[config.mk]
export PLATFORM = sky130hd
export DESIGN_NAME = pwit_timer
export DESIGN_NICKNAME = d
export VERILOG_FILES = /design/src/pwit_pkg.sv /design/src/pwit_timer.sv
export SDC_FILE = /design/constraint.sdc
export NUM_CORES = 1
export LEC_CHECK = 0
export ABC_AREA = 1
export BUFFER_PORTS_ARGS = -buffer_cell sky130_fd_sc_hd__clkbuf_2
export CAP_MARGIN = 5
export CORE_MARGIN = 3
export CORE_UTILIZATION = 51
export DETAILED_ROUTE_END_ITERATION = 7
export PLACE_DENSITY_LB_ADDON = 0.3
export SLEW_MARGIN = 15
export SYNTH_ARGS = -nofsm -noshare
export SYNTH_HDL_FRONTEND = slang
export SYNTH_SLANG_ARGS = --single-unit
[constraint.sdc]
create_clock -name ref_clk -period 2.1 [get_ports ref_clk]
set_input_delay 0.315 -clock ref_clk [delete_from_list [all_inputs] [get_ports ref_clk]]
set_output_delay 0.315 -clock ref_clk [all_outputs]
set_load 0.02 [all_outputs]
[src/pwit_pkg.sv]
// pwit_pkg: constants, control field layout and types for the password watchdog / interval timer
// assumes a 32-bit apb slave port with byte strobes and a single 25 MHz ref_clk
package pwit_pkg;

	// apb byte addresses
	localparam logic [11:0] ADDR_FLAG = 12'h000;
	localparam logic [11:0] ADDR_IE   = 12'h004;
	localparam logic [11:0] ADDR_CTL  = 12'h00C;
	localparam logic [11:0] ADDR_BYTE = 12'h010;

	// password byte, written and read
	localparam logic [7:0] PW_WRITE = 8'h5A;
	localparam logic [7:0] PW_READ  = 8'h69;

	// control low byte fields
	localparam int HOLD_BIT  = 7;
	localparam int SSEL_LSB  = 5;
	localparam int TMSEL_BIT = 4;
	localparam int CLR_BIT   = 3;
	localparam int IS_LSB    = 0;

	// flag and enable sit at bit 0 of their registers
	localparam int FLAG_BIT = 0;
	localparam int IE_BIT   = 0;

	// clock source codes
	localparam logic [1:0] SRC_SUB_MAIN = 2'h0;
	localparam logic [1:0] SRC_ACLK     = 2'h1;
	localparam logic [1:0] SRC_VLO      = 2'h2;
	localparam logic [1:0] SRC_XCLK     = 2'h3;

	// expiry taps as log2 of the divider, codes 000 to 111
	localparam int TAP_W [8] = '{31, 27, 23, 19, 15, 13, 9, 6};

	// initial timeout, about 32 ms with a 1 MHz sub-main clock at /32k
	localparam int INIT_TIMEOUT_MS = 32;

	typedef struct packed {
		logic       hold;
		logic [1:0] ssel;
		logic       tmsel;
		logic [2:0] isel;
	} pwit_ctl_t;

	// reset value of the low byte is 04h: watchdog, sub-main clock, /32k
	localparam pwit_ctl_t CTL_RST = '{hold: 1'b0, ssel: 2'h0, tmsel: 1'b0, isel: 3'h4};

	typedef struct packed {
		logic sub_main_clock;
		logic aclk;
		logic vlo;
		logic xclk;
	} pwit_src_t;

endpackage

[src/pwit_timer.sv]
// pwit_timer: password protected watchdog / interval timer with apb register access
// assumes ref_clk at 25 MHz, clock sources arriving as one-cycle tick enables, srst synchronous
//
// Register access over APB and the address map were chosen for this implementation.
`timescale 1ns/1ps

module pwit_timer (
	// clock and reset
	input  wire logic        ref_clk,
	input  wire logic        srst,
	// apb slave
	input  wire logic [11:0] paddr,
	input  wire logic        psel,
	input  wire logic        penable,
	input  wire logic        pwrite,
	input  wire logic [31:0] pwdata,
	input  wire logic [3:0]  pstrb,
	output logic      [31:0] prdata,
	output logic             pready,
	output logic             pslverr,
	// counter clock sources, one-cycle enables, and fail levels for the sub-main clock and aclk
	input  wire logic        sub_main_clock_tick,
	input  wire logic        aclk_tick,
	input  wire logic        vlo_tick,
	input  wire logic        xclk_tick,
	input  wire logic        sub_main_clock_fail,
	input  wire logic        aclk_fail,
	// system side
	input  wire logic        other_soft_reset,
	input  wire logic        global_irq_enable,
	input  wire logic        irq_ack,
	output logic             soft_system_reset,
	output logic             interval_irq,
	output pwit_pkg::pwit_src_t clk_keep
);

	pwit_pkg::pwit_ctl_t ctl_q;
	logic [31:0]         timeout_counter_q;
	logic                timeout_flag_q;
	logic                interval_irq_enable_q;
	logic                pready_q;
	logic                pslverr_q;
	logic [31:0]         prdata_q;
	logic                wd_reset_q;
	logic                irq_q;
	pwit_pkg::pwit_src_t keep_q;

	logic        acc;
	logic        wr;
	logic        hit_ctl;
	logic        hit_byte;
	logic        hit_flag;
	logic        hit_ie;
	logic        full_word;
	logic        pw_bad;
	logic        byte_wr;
	logic        ctl_wr;
	logic        soft_rst;
	logic        failover;
	logic [1:0]  eff_src;
	logic        src_tick;
	logic        tick;
	logic [7:0]  tap_hit;
	logic        expire;
	logic        wd_reset;
	logic [7:0]  ctl_low;
	logic [31:0] rdata;

	// apb: one wait state so that read data can come from a flop
	assign acc       = psel & penable & ~pready_q;
	assign wr        = psel & penable & pready_q & pwrite;
	assign hit_ctl   = (paddr == pwit_pkg::ADDR_CTL);
	assign hit_byte  = (paddr == pwit_pkg::ADDR_BYTE);
	assign hit_flag  = (paddr == pwit_pkg::ADDR_FLAG);
	assign hit_ie    = (paddr == pwit_pkg::ADDR_IE);
	assign full_word = (pstrb[1:0] == 2'h3);

	assign pw_bad  = wr & hit_ctl & full_word & (pwdata[15:8] != pwit_pkg::PW_WRITE);
	assign byte_wr = wr & ((hit_ctl & ~full_word) | hit_byte);
	assign ctl_wr  = wr & hit_ctl & full_word & ~pw_bad;

	// own reset takes effect the cycle after it is raised
	assign soft_rst = wd_reset_q | other_soft_reset;

	// fail-safe only guards the watchdog; interval mode takes the source as chosen
	assign failover = ~ctl_q.tmsel &
		(((ctl_q.ssel == pwit_pkg::SRC_SUB_MAIN) & sub_main_clock_fail) |
		 ((ctl_q.ssel == pwit_pkg::SRC_ACLK) & aclk_fail));
	assign eff_src = failover ? pwit_pkg::SRC_VLO : ctl_q.ssel;

	always_comb begin
		unique case (eff_src)
			pwit_pkg::SRC_SUB_MAIN: src_tick = sub_main_clock_tick;
			pwit_pkg::SRC_ACLK:  src_tick = aclk_tick;
			pwit_pkg::SRC_VLO:   src_tick = vlo_tick;
			pwit_pkg::SRC_XCLK:  src_tick = xclk_tick;
		endcase
	end

	assign tick = src_tick & ~ctl_q.hold;

	// tap reached when all bits below the divider are ones
	for (genvar i = 0; i < 8; i++) begin : g_tap
		assign tap_hit[i] = &timeout_counter_q[pwit_pkg::TAP_W[i]-1:0];
	end

	assign expire = tick & tap_hit[ctl_q.isel];
	assign wd_reset = (~ctl_q.tmsel & expire) | pw_bad | byte_wr;

	// control register; counter clear is not stored
	always_ff @(posedge ref_clk) begin
		if (srst | soft_rst) begin
			ctl_q <= pwit_pkg::CTL_RST;
		end else if (ctl_wr) begin
			ctl_q.hold  <= pwdata[pwit_pkg::HOLD_BIT];
			ctl_q.ssel  <= pwdata[pwit_pkg::SSEL_LSB +: 2];
			ctl_q.tmsel <= pwdata[pwit_pkg::TMSEL_BIT];
			ctl_q.isel  <= pwdata[pwit_pkg::IS_LSB +: 3];
		end
	end

	// counter: reachable only through control writes; wraps freely in interval mode
	always_ff @(posedge ref_clk) begin
		if (srst | soft_rst) begin
			timeout_counter_q <= 32'h0;
		end else if (ctl_wr & pwdata[pwit_pkg::CLR_BIT]) begin
			timeout_counter_q <= 32'h0;
		end else if (tick) begin
			timeout_counter_q <= timeout_counter_q + 32'h1;
		end
	end

	// timeout flag: own reset set beats every clear except srst; other_soft_reset beats interval set, which beats ack and software clear
	always_ff @(posedge ref_clk) begin
		if (srst) begin
			timeout_flag_q <= 1'b0;
		end else if (wd_reset_q) begin
			timeout_flag_q <= 1'b1;
		end else if (other_soft_reset) begin
			timeout_flag_q <= 1'b0;
		end else if (ctl_q.tmsel & expire) begin
			timeout_flag_q <= 1'b1;
		end else if (irq_ack & irq_q) begin
			timeout_flag_q <= 1'b0;
		end else if (wr & hit_flag & pstrb[0]) begin
			timeout_flag_q <= pwdata[pwit_pkg::FLAG_BIT];
		end
	end

	// interval enable: only software and reset touch it
	always_ff @(posedge ref_clk) begin
		if (srst | soft_rst) begin
			interval_irq_enable_q <= 1'b0;
		end else if (wr & hit_ie & pstrb[0]) begin
			interval_irq_enable_q <= pwdata[pwit_pkg::IE_BIT];
		end
	end

	// soft reset pulse and interval request leave on separate lines, hence separate vectors
	always_ff @(posedge ref_clk) begin
		if (srst) begin
			wd_reset_q <= 1'b0;
			irq_q      <= 1'b0;
		end else begin
			wd_reset_q <= wd_reset & ~wd_reset_q;
			irq_q <= ctl_q.tmsel & timeout_flag_q & interval_irq_enable_q & global_irq_enable;
		end
	end

	// keep-alive request to the clock system, watchdog mode only
	always_ff @(posedge ref_clk) begin
		if (srst) begin
			keep_q <= '0;
		end else if (ctl_q.tmsel) begin
			keep_q <= '0;
		end else begin
			keep_q.sub_main_clock <= (eff_src == pwit_pkg::SRC_SUB_MAIN);
			keep_q.aclk  <= (eff_src == pwit_pkg::SRC_ACLK);
			keep_q.vlo   <= (eff_src == pwit_pkg::SRC_VLO);
			keep_q.xclk  <= (eff_src == pwit_pkg::SRC_XCLK);
		end
	end

	assign ctl_low = {ctl_q.hold, ctl_q.ssel, ctl_q.tmsel, 1'b0, ctl_q.isel};

	always_comb begin
		rdata = 32'h0;
		if (hit_ctl) begin
			rdata = {16'h0, pwit_pkg::PW_READ, ctl_low};
		end else if (hit_byte) begin
			rdata = {16'h0, ctl_low, ctl_low};
		end else if (hit_flag) begin
			rdata = {31'h0, timeout_flag_q};
		end else if (hit_ie) begin
			rdata = {31'h0, interval_irq_enable_q};
		end
	end

	// apb answer flops
	always_ff @(posedge ref_clk) begin
		if (srst) begin
			pready_q  <= 1'b0;
			pslverr_q <= 1'b0;
			prdata_q  <= 32'h0;
		end else begin
			pready_q  <= acc;
			pslverr_q <= acc & ~(hit_ctl | hit_byte | hit_flag | hit_ie);
			prdata_q  <= (acc & ~pwrite) ? rdata : 32'h0;
		end
	end

	assign prdata            = prdata_q;
	assign pready            = pready_q;
	assign pslverr           = pslverr_q;
	assign soft_system_reset = wd_reset_q;
	assign interval_irq      = irq_q;
	assign clk_keep          = keep_q;

	property p_reset_default;
		@(posedge ref_clk) disable iff (srst)
		wd_reset_q |=> (ctl_q == pwit_pkg::CTL_RST) && (timeout_counter_q == 32'h0) && timeout_flag_q;
	endproperty
	a_reset_default: assert property (p_reset_default) else $error("soft reset did not restore defaults");

	property p_pw_bad;
		@(posedge ref_clk) disable iff (srst)
		(pw_bad && !wd_reset_q) |=> soft_system_reset;
	endproperty
	a_pw_bad: assert property (p_pw_bad) else $error("bad password did not reset");

	property p_read_pw;
		@(posedge ref_clk) disable iff (srst)
		(pready && psel && !pwrite && hit_ctl && !pslverr) |-> (prdata[15:8] == pwit_pkg::PW_READ);
	endproperty
	a_read_pw: assert property (p_read_pw) else $error("control read upper byte wrong");

	property p_byte_read;
		@(posedge ref_clk) disable iff (srst)
		(pready && psel && !pwrite && hit_byte) |-> (prdata[15:8] == prdata[7:0]) && (prdata[7:0] == $past(ctl_low));
	endproperty
	a_byte_read: assert property (p_byte_read) else $error("byte read not low byte");

	property p_byte_wr;
		@(posedge ref_clk) disable iff (srst)
		(byte_wr && !wd_reset_q) |=> soft_system_reset ##1 (ctl_q == pwit_pkg::CTL_RST);
	endproperty
	a_byte_wr: assert property (p_byte_wr) else $error("byte write did not reset");

	property p_wd_expire;
		@(posedge ref_clk) disable iff (srst)
		(!ctl_q.tmsel && expire && !wd_reset_q) |=> soft_system_reset;
	endproperty
	a_wd_expire: assert property (p_wd_expire) else $error("watchdog expiry did not reset");

	property p_interval;
		@(posedge ref_clk) disable iff (srst)
		(ctl_q.tmsel && expire && !pw_bad && !byte_wr && !soft_rst) |=> !soft_system_reset && timeout_flag_q;
	endproperty
	a_interval: assert property (p_interval) else $error("interval expiry misbehaved");

	property p_irq;
		@(posedge ref_clk) disable iff (srst)
		interval_irq |-> $past(ctl_q.tmsel && timeout_flag_q && interval_irq_enable_q && global_irq_enable);
	endproperty
	a_irq: assert property (p_irq) else $error("interrupt without cause");

	property p_hold;
		@(posedge ref_clk) disable iff (srst)
		(ctl_q.hold && !ctl_wr && !soft_rst) |=> $stable(timeout_counter_q);
	endproperty
	a_hold: assert property (p_hold) else $error("counter moved while held");

	property p_clear;
		@(posedge ref_clk) disable iff (srst)
		(ctl_wr && pwdata[pwit_pkg::CLR_BIT]) |=> (timeout_counter_q == 32'h0);
	endproperty
	a_clear: assert property (p_clear) else $error("counter clear ignored");

	property p_failsafe;
		@(posedge ref_clk) disable iff (srst)
		(!ctl_q.tmsel && ctl_q.ssel == pwit_pkg::SRC_SUB_MAIN && sub_main_clock_fail) |->
			(tick == (vlo_tick && !ctl_q.hold));
	endproperty
	a_failsafe: assert property (p_failsafe) else $error("fail-safe clock not used");

	property p_failsafe_aux;
		@(posedge ref_clk) disable iff (srst)
		(!ctl_q.tmsel && ctl_q.ssel == pwit_pkg::SRC_ACLK && aclk_fail) |-> (tick == (vlo_tick && !ctl_q.hold));
	endproperty
	a_failsafe_aux: assert property (p_failsafe_aux) else $error("aux fail-safe clock not used");

	property p_no_sub;
		@(posedge ref_clk) disable iff (srst)
		(ctl_q.tmsel && ctl_q.ssel == pwit_pkg::SRC_SUB_MAIN) |-> (tick == (sub_main_clock_tick && !ctl_q.hold));
	endproperty
	a_no_sub: assert property (p_no_sub) else $error("interval mode substituted a clock");

	property p_keep_wd;
		@(posedge ref_clk) disable iff (srst)
		!ctl_q.tmsel |=> $onehot(clk_keep);
	endproperty
	a_keep_wd: assert property (p_keep_wd) else $error("watchdog clock not kept running");

	property p_keep_int;
		@(posedge ref_clk) disable iff (srst)
		ctl_q.tmsel |=> (clk_keep == 4'h0);
	endproperty
	a_keep_int: assert property (p_keep_int) else $error("interval mode kept a clock");

	property p_ie_kept;
		@(posedge ref_clk) disable iff (srst)
		(!(wr && hit_ie && pstrb[0]) && !soft_rst) |=> $stable(interval_irq_enable_q);
	endproperty
	a_ie_kept: assert property (p_ie_kept) else $error("interval enable changed by hardware");

	property p_other_reset;
		@(posedge ref_clk) disable iff (srst)
		(other_soft_reset && !wd_reset_q) |=> !timeout_flag_q && (ctl_q == pwit_pkg::CTL_RST);
	endproperty
	a_other_reset: assert property (p_other_reset) else $error("other reset left flag or control");

	property p_ack;
		@(posedge ref_clk) disable iff (srst)
		(irq_ack && interval_irq && !(ctl_q.tmsel && expire) && !wd_reset_q) |=> !timeout_flag_q;
	endproperty
	a_ack: assert property (p_ack) else $error("serviced flag not cleared");

	property p_sw_clear;
		@(posedge ref_clk) disable iff (srst)
		(wr && hit_flag && pstrb[0] && !pwdata[pwit_pkg::FLAG_BIT] && !wd_reset_q && !(ctl_q.tmsel && expire))
			|=> !timeout_flag_q;
	endproperty
	a_sw_clear: assert property (p_sw_clear) else $error("software clear of flag ignored");

	property p_ctl_write;
		@(posedge ref_clk) disable iff (srst)
		(ctl_wr && !soft_rst) |=> (ctl_q.tmsel == $past(pwdata[pwit_pkg::TMSEL_BIT])) &&
			(ctl_q.hold == $past(pwdata[pwit_pkg::HOLD_BIT])) && (ctl_q.isel == $past(pwdata[pwit_pkg::IS_LSB +: 3]));
	endproperty
	a_ctl_write: assert property (p_ctl_write) else $error("control write not stored");

	property p_count_up;
		@(posedge ref_clk) disable iff (srst)
		(tick && !soft_rst && !(ctl_wr && pwdata[pwit_pkg::CLR_BIT])) |=>
			(timeout_counter_q == $past(timeout_counter_q) + 32'h1);
	endproperty
	a_count_up: assert property (p_count_up) else $error("counter did not count up");

	property p_pw_keep;
		@(posedge ref_clk) disable iff (srst)
		(pw_bad && !soft_rst) |=> $stable(ctl_q);
	endproperty
	a_pw_keep: assert property (p_pw_keep) else $error("bad password changed control");

	property p_tap;
		@(posedge ref_clk) disable iff (srst)
		expire |-> (timeout_counter_q[5:0] == 6'h3F);
	endproperty
	a_tap: assert property (p_tap) else $error("expiry below the shortest tap");

endmodule

==> flow_summary_export.csv <==
group,metric,value,unit
placement,dpl.cell_count,624,
cts,postCtsHoldBufs,0,
yosys,netlist.area_leader.share,38.0,%
yosys,synth_top_area_cell,"dfxtp_1",
worst_setup_path,crit_type,"flop to flop",
detailed_routing,wirelength,8300,um
power_and_ir_drop,p_per_area,610,nW/um2
placement,place_hpwl,6280,um
grt,grt_pass1_wl,13400,um
worst_setup_path,worstPathMaxFanout,4,
cts,clk_latency,0.36,ns
sta,period_needed,1.93,ns
power_and_ir_drop,max-vdd-ir-drop,0.370,mV
sta,tightest_slew,0.513,ns
floorplan,die_w,86.7,um
cts,ctsLongestPathBuffers,2,
floorplan,rows,28,
yosys,ys_warn_count,0,
detailed_routing,viasPerCell,5.18,
finish,fin_nets,629,
yosys,ys_ff_latch,63,
detailed_routing,drc_errors,0,
sta,worst_slack,0.175,ns
placement,preCtsSetupSlack,0.113,ns
finish,drive_above_1_share,19.1,%
grt,first_global_vias,2982,
worst_setup_path,cp-end-kind,"flop",
floorplan,start_util,54.4,%
sta,slew_violations,0,
detailed_routing,ant_nets,0,
sta,finalSetupViolCount,0,
sta,whs,0.195,ns
finish,syn_to_final_growth,17.7,%
detailed_routing,drt-initial-drc-count,249,
placement,placed_cell_area,3680,um2
finish,fin_area,3910,um2
sta,finalClockSkew,0.00872,ns
grt,antenna_found_initial,0,
worst_setup_path,crit_path_start_kind,"flop",
grt,grt-ovfl-total,0,
finish,fin_util,64.1,%
power_and_ir_drop,p_leak,1.63,nW
yosys,synth_cell_types,36,
cts,cts_inserted_buffers,9,
cts,clock-sinks,63,
sta,fin_crit_sh,91.7,%
floorplan,ios,102,
sta,setup_tns,0,ns
detailed_routing,wl_per_cell,12.9,um
placement,io_buffers,66,
cts,cts_root_buffer,"clkbuf_8",
finish,instances_no_fill,645,
sta,slew_headroom,65.5,%
cts,htreeDepth,3,
cts,cts.clk_slew.worst_paths,0.07,ns
yosys,syn-cell-area,3320,um2
worst_hold_path,min_path_type,"input port to flop",
placement,place_congestion,0.984,
finish,diodes,0,
sta,fmax,519,MHz
yosys,avgSynthCellArea,6.84,um2
cts,cts_tree,"yes",
worst_setup_path,worstPathRequired,2.35,ns
worst_setup_path,cp_data_arrival_time,2.17,ns
yosys,syn_inst,485,
detailed_routing,drt_pass1_iterations,5,
yosys,synth_seq_area_share,38.0,%
floorplan,die_h,86.7,um
detailed_routing,vias,3342,
yosys,ys_top_cells_by_area,"dfxtp_1 (38%), nand2_1 (14%), a21oi_1 (6.3%)",
floorplan,die-area,7510,um2
grt,grt_usage,22.5,%
power_and_ir_drop,total_power,2.38,mW
sta,finalHoldViolCount,0,
grt,grt_max_degree,23,
floorplan,fp.coreArea,6100,um2
outcome,status,"finished clean",
run,max-cap-violations,0,
## synthesized netlist by cell type, drive strengths merged
master / instances
a211oi: 1
a21oi: 43
and3: 1
buf: 24
clkbuf: 2
conb: 1
dfxtp: 63
ha: 2
inv: 55
nand2: 126
nand3: 19
nand3b: 2
nand4: 12
nor2: 53
nor3: 30
nor3b: 3
nor4: 4
o21a: 1
o21ai: 20
o31ai: 2
or2: 2
xnor2: 4
xor2: 15
## logic make-up after synthesis
kind of cell / share of synthesized area [%]
xor gates and xnor gates: 5.02
buffers and inverters: 11.7
DFF: 38.0
AOI/OAI and AO/OA: 10.9
and+or+nand+nor: 33.6
other: 0.113
adders and majority gates: 0.754
## repair_timing
action	CTS	global route
setup buffers	0	4
resized for setup	0	3
setup endpoints to repair	0	4
## report_power, final
group	leakage, nW	total [mW]	internal [mW]	switching [mW]
clock network	0.0824	0.973	0.439	0.534
logic	1.04	0.205	0.0711	0.134
registers	0.509	1.21	1.20	0.00403
total	1.63	2.38	1.71	0.671
## worst paths after layout
path              cells after the start              to            startpoint  slack [ns]
setup reg to reg                     11  timeout_flag_q  timeout_counter_q[1]        0.17
setup / recovery                     11  timeout_flag_q  timeout_counter_q[1]        0.17
hold / removal                        3      ctl_low[2]             pwdata[2]        0.20
hold reg to reg                       2      ctl_low[2]            ctl_low[2]        0.48
## placed cells by master (no fill, tap or decap), types with 4 or more instances in the layout
cell type   synthesis  routed
a21oi_1            42      42
buf_4              19      12
clkbuf_2            0      66
clkbuf_8            0       9
clkinvlp_4          0       5
conb_1              1      17
dfxtp_1            63      63
inv_1              54      53
nand2_1           122     122
nand3_1            17      17
nand4_1            12      12
nor2_1             52      52
nor3_1             29      29
nor4_1              4       4
o21ai_0            18      18
xnor2_1             4       4
xor2_1             15      15
## critical path: stages, from the launching register on
cell and delay (ns):
dfxtp_1 0.39, ha_2 0.22, nand3_1 0.13, nor2_2 0.15, ha_1 0.16, o21ai_0 0.09, a21oi_1 0.16, nand2_1 0.07
nand2_1 0.08, nand3_1 0.13, a21oi_1 0.16, a21oi_1 0.07
## registers in the layout, summed over array words and instances (netlist names)
signal	count
prdata	15
ctl_low	7
timeout_counter_q	31
interval_irq_enable_q	1
soft_system_reset	1
interval_irq	1
pslverr	1
clk_keep	4
timeout_flag_q	1
pready	1
## final cells by class
type / instances / area, um2
Tap cell: 75 / 93.8
Inverter: 55 / 210
Clock inverter: 7 / 57.6
Multi-Input combinational cell: 357 / 1730
Timing Repair Buffer: 78 / 420
Timing Repair inverter: 1 / 7.51
Fill cell: 585 / 2190
Sequential cell: 63 / 1260
Clock buffer: 9 / 124
## layer usage
metal	share of wire (%)	wire length (um)	GRT usage, %	vias to the layer above
li1	-	-	-	1693
met1	44	3690	29.0	1516
met2	46	3830	36.4	119
met3	7.6	627	5.04	14
met4	1.8	152	9.07	0
met5	0	0	0	-
Power figures use the tool's default switching activity.
